--- src/hw/tpio_defs.vh ---
// constants for the timer pin i/o control block
// assumes a 32-bit axi4-lite bus with byte addresses
`ifndef TPIO_DEFS_VH
`define TPIO_DEFS_VH

// ****************************************
// register map (byte addresses)
// ****************************************
`define TPIO_ADDR_W       8
`define TPIO_OFS_CH0_AB   8'h00
`define TPIO_OFS_CH0_CD   8'h04
`define TPIO_OFS_CH1      8'h08
`define TPIO_OFS_CH2      8'h0c
`define TPIO_OFS_CH3_AB   8'h10
`define TPIO_OFS_CH3_CD   8'h14
`define TPIO_OFS_CH4_AB   8'h18
`define TPIO_OFS_CH4_CD   8'h1c
`define TPIO_OFS_RUN_BUF  8'h20
`define TPIO_OFS_PIN_STAT 8'h24

// ****************************************
// field layout
// ****************************************
`define TPIO_NUM_CTRL     8
`define TPIO_NUM_GR       16
`define TPIO_FLD_CAPT     3
`define TPIO_FLD_INIT     2
`define TPIO_FLD_CASC     2
`define TPIO_FLD_BOTH     1
`define TPIO_RUN_LSB      0
`define TPIO_BFA_LSB      8
`define TPIO_BFB_LSB      12
`define TPIO_CTRL_RESET   8'h00
`define TPIO_RUN_RESET    5'h00
`define TPIO_BUF_RESET    3'h0

// ****************************************
// general register indices
// ****************************************
`define TPIO_GR_CH0_A     0
`define TPIO_GR_CH0_C     2
`define TPIO_GR_CH1_A     4
`define TPIO_GR_CH1_B     5
`define TPIO_GR_CH2_A     6

// ****************************************
// bus answers
// ****************************************
`define TPIO_RESP_OKAY    2'h0
`define TPIO_RESP_SLVERR  2'h2

`endif

--- src/hw/tpio_top.v ---
// pin i/o control for general registers of timer channels 0 to 4, axi4-lite slave
// assumes match_in and ch1_count_pulse are one-cycle pulses from the timer core,
// pin_in is synchronous to sys_clk
// Overview of operation
// - compare code 0x01 drives pin low on match; bit 2 sets initial level.
// - compare code 0x10 drives pin high on every match.
// - compare code 0x11 toggles pin on every match.
// - after reset every pin is driven low until software sets it.
// - capture code 1x00 latches on rising edge; bit 2 ignored on channels 2-4.
// - capture code 1x01 latches on falling pin edge.
// - capture code 1x1x latches on both pin edges.
// - channel 0 code 11xx captures whenever the channel 1 counter counts.
// - channel 1 register b code 11xx captures on channel 0 register c event.
// - channel 1 register a code 11xx captures on channel 0 register a event.
// - buffer-b enable makes register d inert: no capture, no compare.
// - buffer-a enable makes register c inert: no capture, no compare.
// - initial pin level is driven only while the channel start bit is 0.
//
// The implementer's own choices: register access over AXI4-Lite and the register offsets.
`timescale 1ns/100ps
`include "tpio_defs.vh"

module tpio_top (
	input  wire                    sys_clk,          // 20 mhz clock
	input  wire                    rst_n,            // async reset, active low
	input  wire [`TPIO_ADDR_W-1:0] s_axi_awaddr,     // write address
	input  wire                    s_axi_awvalid,    // write address valid
	output wire                    s_axi_awready,    // write address ready
	input  wire [31:0]             s_axi_wdata,      // write data
	input  wire [3:0]              s_axi_wstrb,      // write byte strobes
	input  wire                    s_axi_wvalid,     // write data valid
	output wire                    s_axi_wready,     // write data ready
	output wire [1:0]              s_axi_bresp,      // write response
	output wire                    s_axi_bvalid,     // write response valid
	input  wire                    s_axi_bready,     // write response ready
	input  wire [`TPIO_ADDR_W-1:0] s_axi_araddr,     // read address
	input  wire                    s_axi_arvalid,    // read address valid
	output wire                    s_axi_arready,    // read address ready
	output wire [31:0]             s_axi_rdata,      // read data
	output wire [1:0]              s_axi_rresp,      // read response
	output wire                    s_axi_rvalid,     // read data valid
	input  wire                    s_axi_rready,     // read data ready
	input  wire [15:0]             match_in,         // counter equals general register
	input  wire                    ch1_count_pulse,  // channel 1 counter counted
	input  wire [15:0]             pin_in,           // timer pin levels
	output wire [15:0]             pin_out,          // timer pin drive level
	output wire [15:0]             pin_oe_n,         // pin output enable, active low
	output wire [15:0]             capture_strobe,   // latch counter into register
	output wire [15:0]             event_strobe      // compare match or capture taken
);

	// ****************************************
	// helpers
	// ****************************************
	// general register i sits in control byte i/2, nibble i%2
	function [3:0] field_of;
		input [63:0] regs;
		input integer i;
		begin
			field_of = regs[i*4 +: 4];
		end
	endfunction

	function [2:0] chan_of;
		input integer i;
		begin
			if (i < 4)
				chan_of = 3'h0;
			else if (i < 6)
				chan_of = 3'h1;
			else if (i < 8)
				chan_of = 3'h2;
			else if (i < 12)
				chan_of = 3'h3;
			else
				chan_of = 3'h4;
		end
	endfunction

	// register kinds behind a byte address, shared by both decoders
	localparam [1:0] KIND_CTRL = 2'h0;
	localparam [1:0] KIND_RUN  = 2'h1;
	localparam [1:0] KIND_STAT = 2'h2;
	localparam [1:0] KIND_NONE = 2'h3;

	function [1:0] kind_of;
		input [`TPIO_ADDR_W-1:0] addr;
		begin
			if (addr[7:2] < `TPIO_NUM_CTRL)
				kind_of = KIND_CTRL;
			else if (addr[7:2] == `TPIO_OFS_RUN_BUF >> 2)
				kind_of = KIND_RUN;
			else if (addr[7:2] == `TPIO_OFS_PIN_STAT >> 2)
				kind_of = KIND_STAT;
			else
				kind_of = KIND_NONE;
		end
	endfunction

	// event of one channel 0 register, same decode as the per register loop
	function reg_event;
		input [3:0] fld_v;
		input       inert_v;
		input       run_v;
		input       match_v;
		input       rise_v;
		input       fall_v;
		input       casc_v;
		begin
			if (inert_v || !run_v)
				reg_event = 1'b0;
			else if (!fld_v[`TPIO_FLD_CAPT])
				reg_event = match_v;
			else if (fld_v[`TPIO_FLD_CASC])
				reg_event = casc_v;
			else if (fld_v[`TPIO_FLD_BOTH])
				reg_event = rise_v | fall_v;
			else if (fld_v[0])
				reg_event = fall_v;
			else
				reg_event = rise_v;
		end
	endfunction

	// ****************************************
	// state
	// ****************************************
	reg  [63:0] ctrl_q;
	reg  [4:0]  run_q;
	reg  [2:0]  bfa_q;
	reg  [2:0]  bfb_q;
	reg  [15:0] pin_prev_q;
	reg  [15:0] pin_q;
	reg  [15:0] pin_d;
	reg  [15:0] oe_n_q;
	reg  [15:0] oe_n_d;
	reg  [15:0] capt_q;
	reg  [15:0] capt_d;
	reg  [15:0] ev_q;
	reg  [15:0] ev_d;
	reg         awready_q;
	reg         wready_q;
	reg         aw_have_q;
	reg         w_have_q;
	reg  [7:0]  waddr_q;
	reg  [31:0] wdata_q;
	reg  [3:0]  wstrb_q;
	reg         bvalid_q;
	reg  [1:0]  bresp_q;
	reg         arready_q;
	reg         rvalid_q;
	reg  [31:0] rdata_q;
	reg  [1:0]  rresp_q;
	wire [15:0] rise;
	wire [15:0] fall;
	wire [15:0] inert;
	wire        src_a_ev;
	wire        src_c_ev;

	assign rise = pin_in & ~pin_prev_q;
	assign fall = ~pin_in & pin_prev_q;
	// buffer roles of c and d on channels 0, 3 and 4
	assign inert = {bfb_q[2], bfa_q[2], 2'h0, bfb_q[1], bfa_q[1], 6'h00,
		bfb_q[0], bfa_q[0], 2'h0};

	// ch1 cascade sources, ahead of the loop so it never reads its own events
	assign src_a_ev = reg_event(field_of(ctrl_q, `TPIO_GR_CH0_A), inert[0], run_q[0],
		match_in[0], rise[0], fall[0], ch1_count_pulse);
	assign src_c_ev = reg_event(field_of(ctrl_q, `TPIO_GR_CH0_C), inert[2], run_q[0],
		match_in[2], rise[2], fall[2], ch1_count_pulse);

	// ****************************************
	// per register pin, capture and compare logic
	// ****************************************
	integer i;
	reg [3:0] fld;
	reg       run;
	reg       trig;

	always @* begin
		fld    = 4'h0;
		run    = 1'b0;
		trig   = 1'b0;
		pin_d  = pin_q;
		oe_n_d = oe_n_q;
		capt_d = 16'h0000;
		ev_d   = 16'h0000;
		for (i = 0; i < `TPIO_NUM_GR; i = i + 1) begin
			fld  = field_of(ctrl_q, i);
			run  = run_q[chan_of(i)];
			trig = 1'b0;
			if (inert[i]) begin
				// buffered register keeps pin and makes no events
				oe_n_d[i] = oe_n_q[i];
			end else if (fld[`TPIO_FLD_CAPT]) begin
				oe_n_d[i] = 1'b1;
				if (fld[`TPIO_FLD_CASC] && (i < `TPIO_GR_CH2_A)) begin
					if (i < `TPIO_GR_CH1_A)
						trig = ch1_count_pulse;
					else if (i == `TPIO_GR_CH1_A)
						trig = src_a_ev;
					else
						trig = src_c_ev;
				end else if (fld[`TPIO_FLD_BOTH]) begin
					trig = rise[i] | fall[i];
				end else if (fld[0]) begin
					trig = fall[i];
				end else begin
					trig = rise[i];
				end
				capt_d[i] = trig & run;
				ev_d[i]   = trig & run;
			end else begin
				oe_n_d[i] = 1'b0;
				if (!run) begin
					if (fld[1:0] != 2'h0)
						pin_d[i] = fld[`TPIO_FLD_INIT];
				end else if (match_in[i]) begin
					ev_d[i] = 1'b1;
					case (fld[1:0])
						2'h1: pin_d[i] = 1'b0;
						2'h2: pin_d[i] = 1'b1;
						2'h3: pin_d[i] = ~pin_q[i];
						default: pin_d[i] = pin_q[i];
					endcase
				end
			end
		end
	end

	always @(posedge sys_clk or negedge rst_n) begin
		if (!rst_n) begin
			pin_prev_q <= 16'h0000;
			pin_q      <= 16'h0000;
			oe_n_q     <= 16'h0000;
			capt_q     <= 16'h0000;
			ev_q       <= 16'h0000;
		end else begin
			pin_prev_q <= pin_in;
			pin_q      <= pin_d;
			oe_n_q     <= oe_n_d;
			capt_q     <= capt_d;
			ev_q       <= ev_d;
		end
	end

	// ****************************************
	// axi4-lite write channel
	// ****************************************
	integer k;
	wire do_write;
	assign do_write = aw_have_q & w_have_q & ~bvalid_q;

	always @(posedge sys_clk or negedge rst_n) begin
		if (!rst_n) begin
			awready_q <= 1'b0;
			wready_q  <= 1'b0;
			aw_have_q <= 1'b0;
			w_have_q  <= 1'b0;
			waddr_q   <= 8'h00;
			wdata_q   <= 32'h00000000;
			wstrb_q   <= 4'h0;
			bvalid_q  <= 1'b0;
			bresp_q   <= `TPIO_RESP_OKAY;
			ctrl_q    <= {8{`TPIO_CTRL_RESET}};
			run_q     <= `TPIO_RUN_RESET;
			bfa_q     <= `TPIO_BUF_RESET;
			bfb_q     <= `TPIO_BUF_RESET;
		end else begin
			if (awready_q && s_axi_awvalid) begin
				awready_q <= 1'b0;
				aw_have_q <= 1'b1;
				waddr_q   <= s_axi_awaddr;
			end else if (!aw_have_q && !bvalid_q) begin
				awready_q <= 1'b1;
			end
			if (wready_q && s_axi_wvalid) begin
				wready_q <= 1'b0;
				w_have_q <= 1'b1;
				wdata_q  <= s_axi_wdata;
				wstrb_q  <= s_axi_wstrb;
			end else if (!w_have_q && !bvalid_q) begin
				wready_q <= 1'b1;
			end
			if (do_write) begin
				aw_have_q <= 1'b0;
				w_have_q  <= 1'b0;
				bvalid_q  <= 1'b1;
				bresp_q   <= `TPIO_RESP_OKAY;
				if (kind_of(waddr_q) == KIND_CTRL) begin
					for (k = 0; k < `TPIO_NUM_CTRL; k = k + 1)
						if ((waddr_q[7:2] == k) && wstrb_q[0])
							ctrl_q[k*8 +: 8] <= wdata_q[7:0];
				end else if (kind_of(waddr_q) == KIND_RUN) begin
					if (wstrb_q[0])
						run_q <= wdata_q[`TPIO_RUN_LSB +: 5];
					if (wstrb_q[1]) begin
						bfa_q <= wdata_q[`TPIO_BFA_LSB +: 3];
						bfb_q <= wdata_q[`TPIO_BFB_LSB +: 3];
					end
				end else if (kind_of(waddr_q) == KIND_NONE) begin
					bresp_q <= `TPIO_RESP_SLVERR;
				end
			end else if (bvalid_q && s_axi_bready) begin
				bvalid_q <= 1'b0;
			end
		end
	end

	// ****************************************
	// axi4-lite read channel
	// ****************************************
	always @(posedge sys_clk or negedge rst_n) begin
		if (!rst_n) begin
			arready_q <= 1'b0;
			rvalid_q  <= 1'b0;
			rdata_q   <= 32'h00000000;
			rresp_q   <= `TPIO_RESP_OKAY;
		end else begin
			if (arready_q && s_axi_arvalid) begin
				arready_q <= 1'b0;
				rvalid_q  <= 1'b1;
				rresp_q   <= `TPIO_RESP_OKAY;
				rdata_q   <= 32'h00000000;
				if (kind_of(s_axi_araddr) == KIND_CTRL)
					rdata_q[7:0] <= ctrl_q[s_axi_araddr[4:2]*8 +: 8];
				else if (kind_of(s_axi_araddr) == KIND_RUN)
					rdata_q <= {17'h00000, bfb_q, 1'b0, bfa_q, 3'h0, run_q};
				else if (kind_of(s_axi_araddr) == KIND_STAT)
					rdata_q <= {~oe_n_q, pin_q};
				else
					rresp_q <= `TPIO_RESP_SLVERR;
			end else if (rvalid_q && s_axi_rready) begin
				rvalid_q  <= 1'b0;
				arready_q <= 1'b1;
			end else if (!rvalid_q) begin
				arready_q <= 1'b1;
			end
		end
	end

	assign s_axi_awready  = awready_q;
	assign s_axi_wready   = wready_q;
	assign s_axi_bresp    = bresp_q;
	assign s_axi_bvalid   = bvalid_q;
	assign s_axi_arready  = arready_q;
	assign s_axi_rdata    = rdata_q;
	assign s_axi_rresp    = rresp_q;
	assign s_axi_rvalid   = rvalid_q;
	assign pin_out        = pin_q;
	assign pin_oe_n       = oe_n_q;
	assign capture_strobe = capt_q;
	assign event_strobe   = ev_q;

endmodule

--- config.mk ---
export PLATFORM = sky130hd
export DESIGN_NAME = tpio_top
export DESIGN_NICKNAME = d
export VERILOG_FILES = /design/src/hw/tpio_top.v
export VERILOG_INCLUDE_DIRS = /design/src /design/src/hw
export SDC_FILE = /design/constraint.sdc
export NUM_CORES = 1
export LEC_CHECK = 0
export BUFFER_PORTS_ARGS = -buffer_cell sky130_fd_sc_hd__buf_4
export CAP_MARGIN = 20
export CORE_MARGIN = 4
export CORE_UTILIZATION = 50
export DETAILED_ROUTE_END_ITERATION = 6
export PLACE_DENSITY = 0.73
export SLEW_MARGIN = 20
export SYNTH_ARGS = -nofsm -noshare
export SYNTH_HDL_FRONTEND = slang
export SYNTH_SLANG_ARGS = --single-unit
export TNS_END_PERCENT = 1
--- constraint.sdc ---
create_clock -name sys_clk -period 2.31 [get_ports sys_clk]
set_clock_uncertainty 0.05 [all_clocks]
set_input_delay 0.1155 -clock sys_clk [delete_from_list [all_inputs] [get_ports sys_clk]]
set_output_delay 0.1155 -clock sys_clk [all_outputs]
set_load 0.01 [all_outputs]
==> parameters.txt <==
Parameter                              Value

Yosys
  Count of cell types in the netlist    56
  Mapped Area    0.0103 mm2
  Cells taking the most area after synthesis    dfrtp_1 53%, mux2_2 12%, ha_1 6.1%
  Leading post-synthesis cells by instance count    218 x dfrtp_1, 110 x mux2_2, 68 x inv_1
  Synth top area share    52.8%
  Post-synthesis cell count    846
  Synth Area per Inst    12.2 um2
  Count of warnings emitted by yosys    0
  Number of synthesized register bits    218
  Cell with the most instances after synthesis    dfrtp_1
  Post-synth EDFFs    0
  Cell type contributing the most total cell area after synthesis    dfrtp_1
  Async SR Flop Fraction    100%
  Sequential-to-total area share from yosys stat    52.8%
  Main flop type after synthesis    dfrtp_1

Global routing
  Gr ovfl total    0
  Number of antenna violations at the first check in global routing    0
  Met1 global-route usage    31.1%
  GR Util met3    4.58%
  First-pass GRT wire length    41800 um
  Global-route total usage across every layer    23.3%
  Grt peak-use layer    met2
  Vias in the first global route    7698
  Pin count of the biggest net entering global routing    72
  GR met2 Demand/Resource    39.2%

Final layout
  Design Area, Final    0.0134 mm2
  Number of nets in the final layout    1233
  FILL cells    1583
  Area occupied by registers    0.00546 mm2
  Synthesis-to-layout area growth    29.6%
  Diode count    0
  Share of post-route cells with drive strength above 1    32.9%
  Post-layout instance count excluding filler cells    1378
  Multi-input combinational cell area    0.00449 mm2
  Core utilization of the finished layout    66.0%

Setup path
  Critical register-to-register path endpoint    ctrl_q[23]
  Startpoint type of the worst setup path    register
  Dominant delay contributor by cell family on the critical path    simple AND/OR/NAND/NOR gates
  Worst reg2reg path startpoint    s_axi_bvalid
  Maximum fanout along the worst path    8
  WP data arrival    2.37 ns
  Max stage delay on crit path    0.46 ns
  Critical Path RT    2.65 ns
  Critical path class    reg2reg
  Worst setup EP type    register
  Logic depth of the worst register-to-register path    5
  Worst path slowest cell    nor4_2
  Reg-to-reg slack, setup    0.28 ns
  Buffers & Inverters on Critical Path    1
  Critical-path cell list    nand3b_4 > nor4_2 > nand4b_1 > buf_4 > mux2_2

Clock network
  TritonCTS clock tree    built
  TritonCTS buffer count    24
  CTS clk-pin slew, worst paths    0.06 ns
  Root buf cell    clkbuf_16
  Sinks on the clock net    218
  Max Root-Sink Buffers    3
  Clk Latency, worst-skew pair    0.51 ns
  CTS HTree Levels    1

STA
  Final hold slack    0.0200 ns
  Count of final max-slew check failures    0
  Slew margin rel.    42.7%
  Max Fclk    0.492 GHz
  Total Negative Setup Slacks    0 ns
  Count of final hold-check violations    0
  Share of the clock period used by the worst path after layout    88.0%
  Slew at the pin with the worst max-slew slack    0.859 ns
  Finish-stage setup viols    0
  Min Tclk post-route    2.03 ns
  Unrepaired setup endpoints after global routing    false
  Worst Slack Setup Final    0.278 ns

Power
  Lkg Pwr    6.69 nW
  Peak supply drop    0.659 mV
  Overall power of the completed layout    13.7 mW
  Power density over cell area    1030 mW/mm2

Detailed routing
  Detailed-router iteration count before antenna repair    4
  Routed WL    26500 um
  Number of routed nets with antenna violations    0
  Via count    7483
  DRC violations left    0
  Post-detailed-route wirelength per cell    19.3 um
  Number of vias per cell    5.43
  1st-iter DRT viols    418

Placed design
  Final HPWL from detailed placement    18500 um
  Placement Setup Slack    0.325 ns
  Number of placed instances, taps included    1277
  Port Buf Inserts    170
  Area after detailed placement    0.0120 mm2
  Gp weighted congestion    0.817

Die
  Y dimension of the die    152 um
  Die width    152 um
  Starting Density    50.9%
  Row count    52
  Core footprint    0.0203 mm2
  I/O pin count    197
  Die Area    0.0230 mm2

Worst hold path
  End point of the worst hold path    s_axi_rresp[1]
  Hold Path Depth    4
  HP Class    in2reg
  Startpoint of the tightest hold check path    s_axi_araddr[6]

Outcome
  Status    finished clean

Run
  Number of max-capacitance violations reported    0
power breakdown:
group | switching [mW] | total [mW] | internal, mW
logic | 1.55 | 3.59 | 2.04
registers | 1.58 | 6.36 | 4.78
clock network | 1.49 | 3.80 | 2.31
cell usage in the layout (no fill, tap or decap), types with 4 or more instances in the layout:
cell type,n
buf_4,190
ha_1,50
clkbuf_1,7
mux2_2,110
clkbuf_16,25
mux2i_1,52
nor3_1,4
o21ai_0,51
dlygate4sd3_1,58
o211ai_1,6
mux4_2,16
and4b_1,4
clkbuf_8,7
o221ai_1,5
nor3b_1,9
and3_1,7
inv_1,68
nand2_1,58
nand3_1,8
nor2_1,29
dfrtp_1,218
a21oi_1,37
a21o_1,5
o21a_1,8
nor2b_1,13
nand2b_1,8
state kept, by name, summed over array words and instances, names as in the netlist, 6 cells and up:
name            count
s_axi_rdata        32
waddr_q             6
ctrl_q             64
pin_out            16
event_strobe       16
wdata_q            14
pin_prev_q         16
capture_strobe     16
pin_oe_n           16
how the worst max path moves through the flow:
stage                     slack, ns         end  cells past startpoint         start
final                          0.28  ctrl_q[23]                      5  s_axi_bvalid
after CTS                      0.31  ctrl_q[23]                      5  s_axi_bvalid
after global routing           0.17  ctrl_q[21]                      5  s_axi_bvalid
after detailed placement       0.32  ctrl_q[22]                      5  s_axi_bvalid
after floorplan                0.46  ctrl_q[40]                      4  s_axi_bvalid
after global placement         0.39  ctrl_q[23]                      5  s_axi_bvalid
cell type report:
type | count | area share [%]
flip-flops and latches | 218 | 40.7
multi-input cells | 528 | 33.5
repair buffers | 251 | 15.4
clock buffers | 39 | 5.59
well taps | 270 | 2.52
inverters | 68 | 1.91
clock inverters | 4 | 0.336
tightest hold or removal path, cell delays in order:
cell and delay [ns]:
buf_4 0.09, nor2_1 0.03, a21oi_1 0.19, a21o_1 0.11
cells by family after synthesis:
family                     Yosys count  synth area share [%]
muxes                              178                  20.5
DFF                                218                  52.8
and+or+nand+nor                    162                  8.78
AOI/OAI and AO/OA                  136                  8.03
other                                1                0.0363
adders and majority gates           50                  6.05
buffers and inverters              101                  3.79
metal layers:
| layer | share of wire [%] | up-vias |
|---|---|---|
| li1 | - | 3485 |
| met1 | 42 | 3710 |
| met3 | 7.0 | 49 |
| met2 | 49 | 239 |
| met4 | 2.4 | 0 |
| met5 | 0 | - |
timing repair:
action | in CTS | in global routing
gates resized for setup | 0 | 0
setup buffers | 0 | 0
hold buffers | 58 | 0
hold endpoints to repair | 144 | 0
Power figures use the tool's default switching activity.
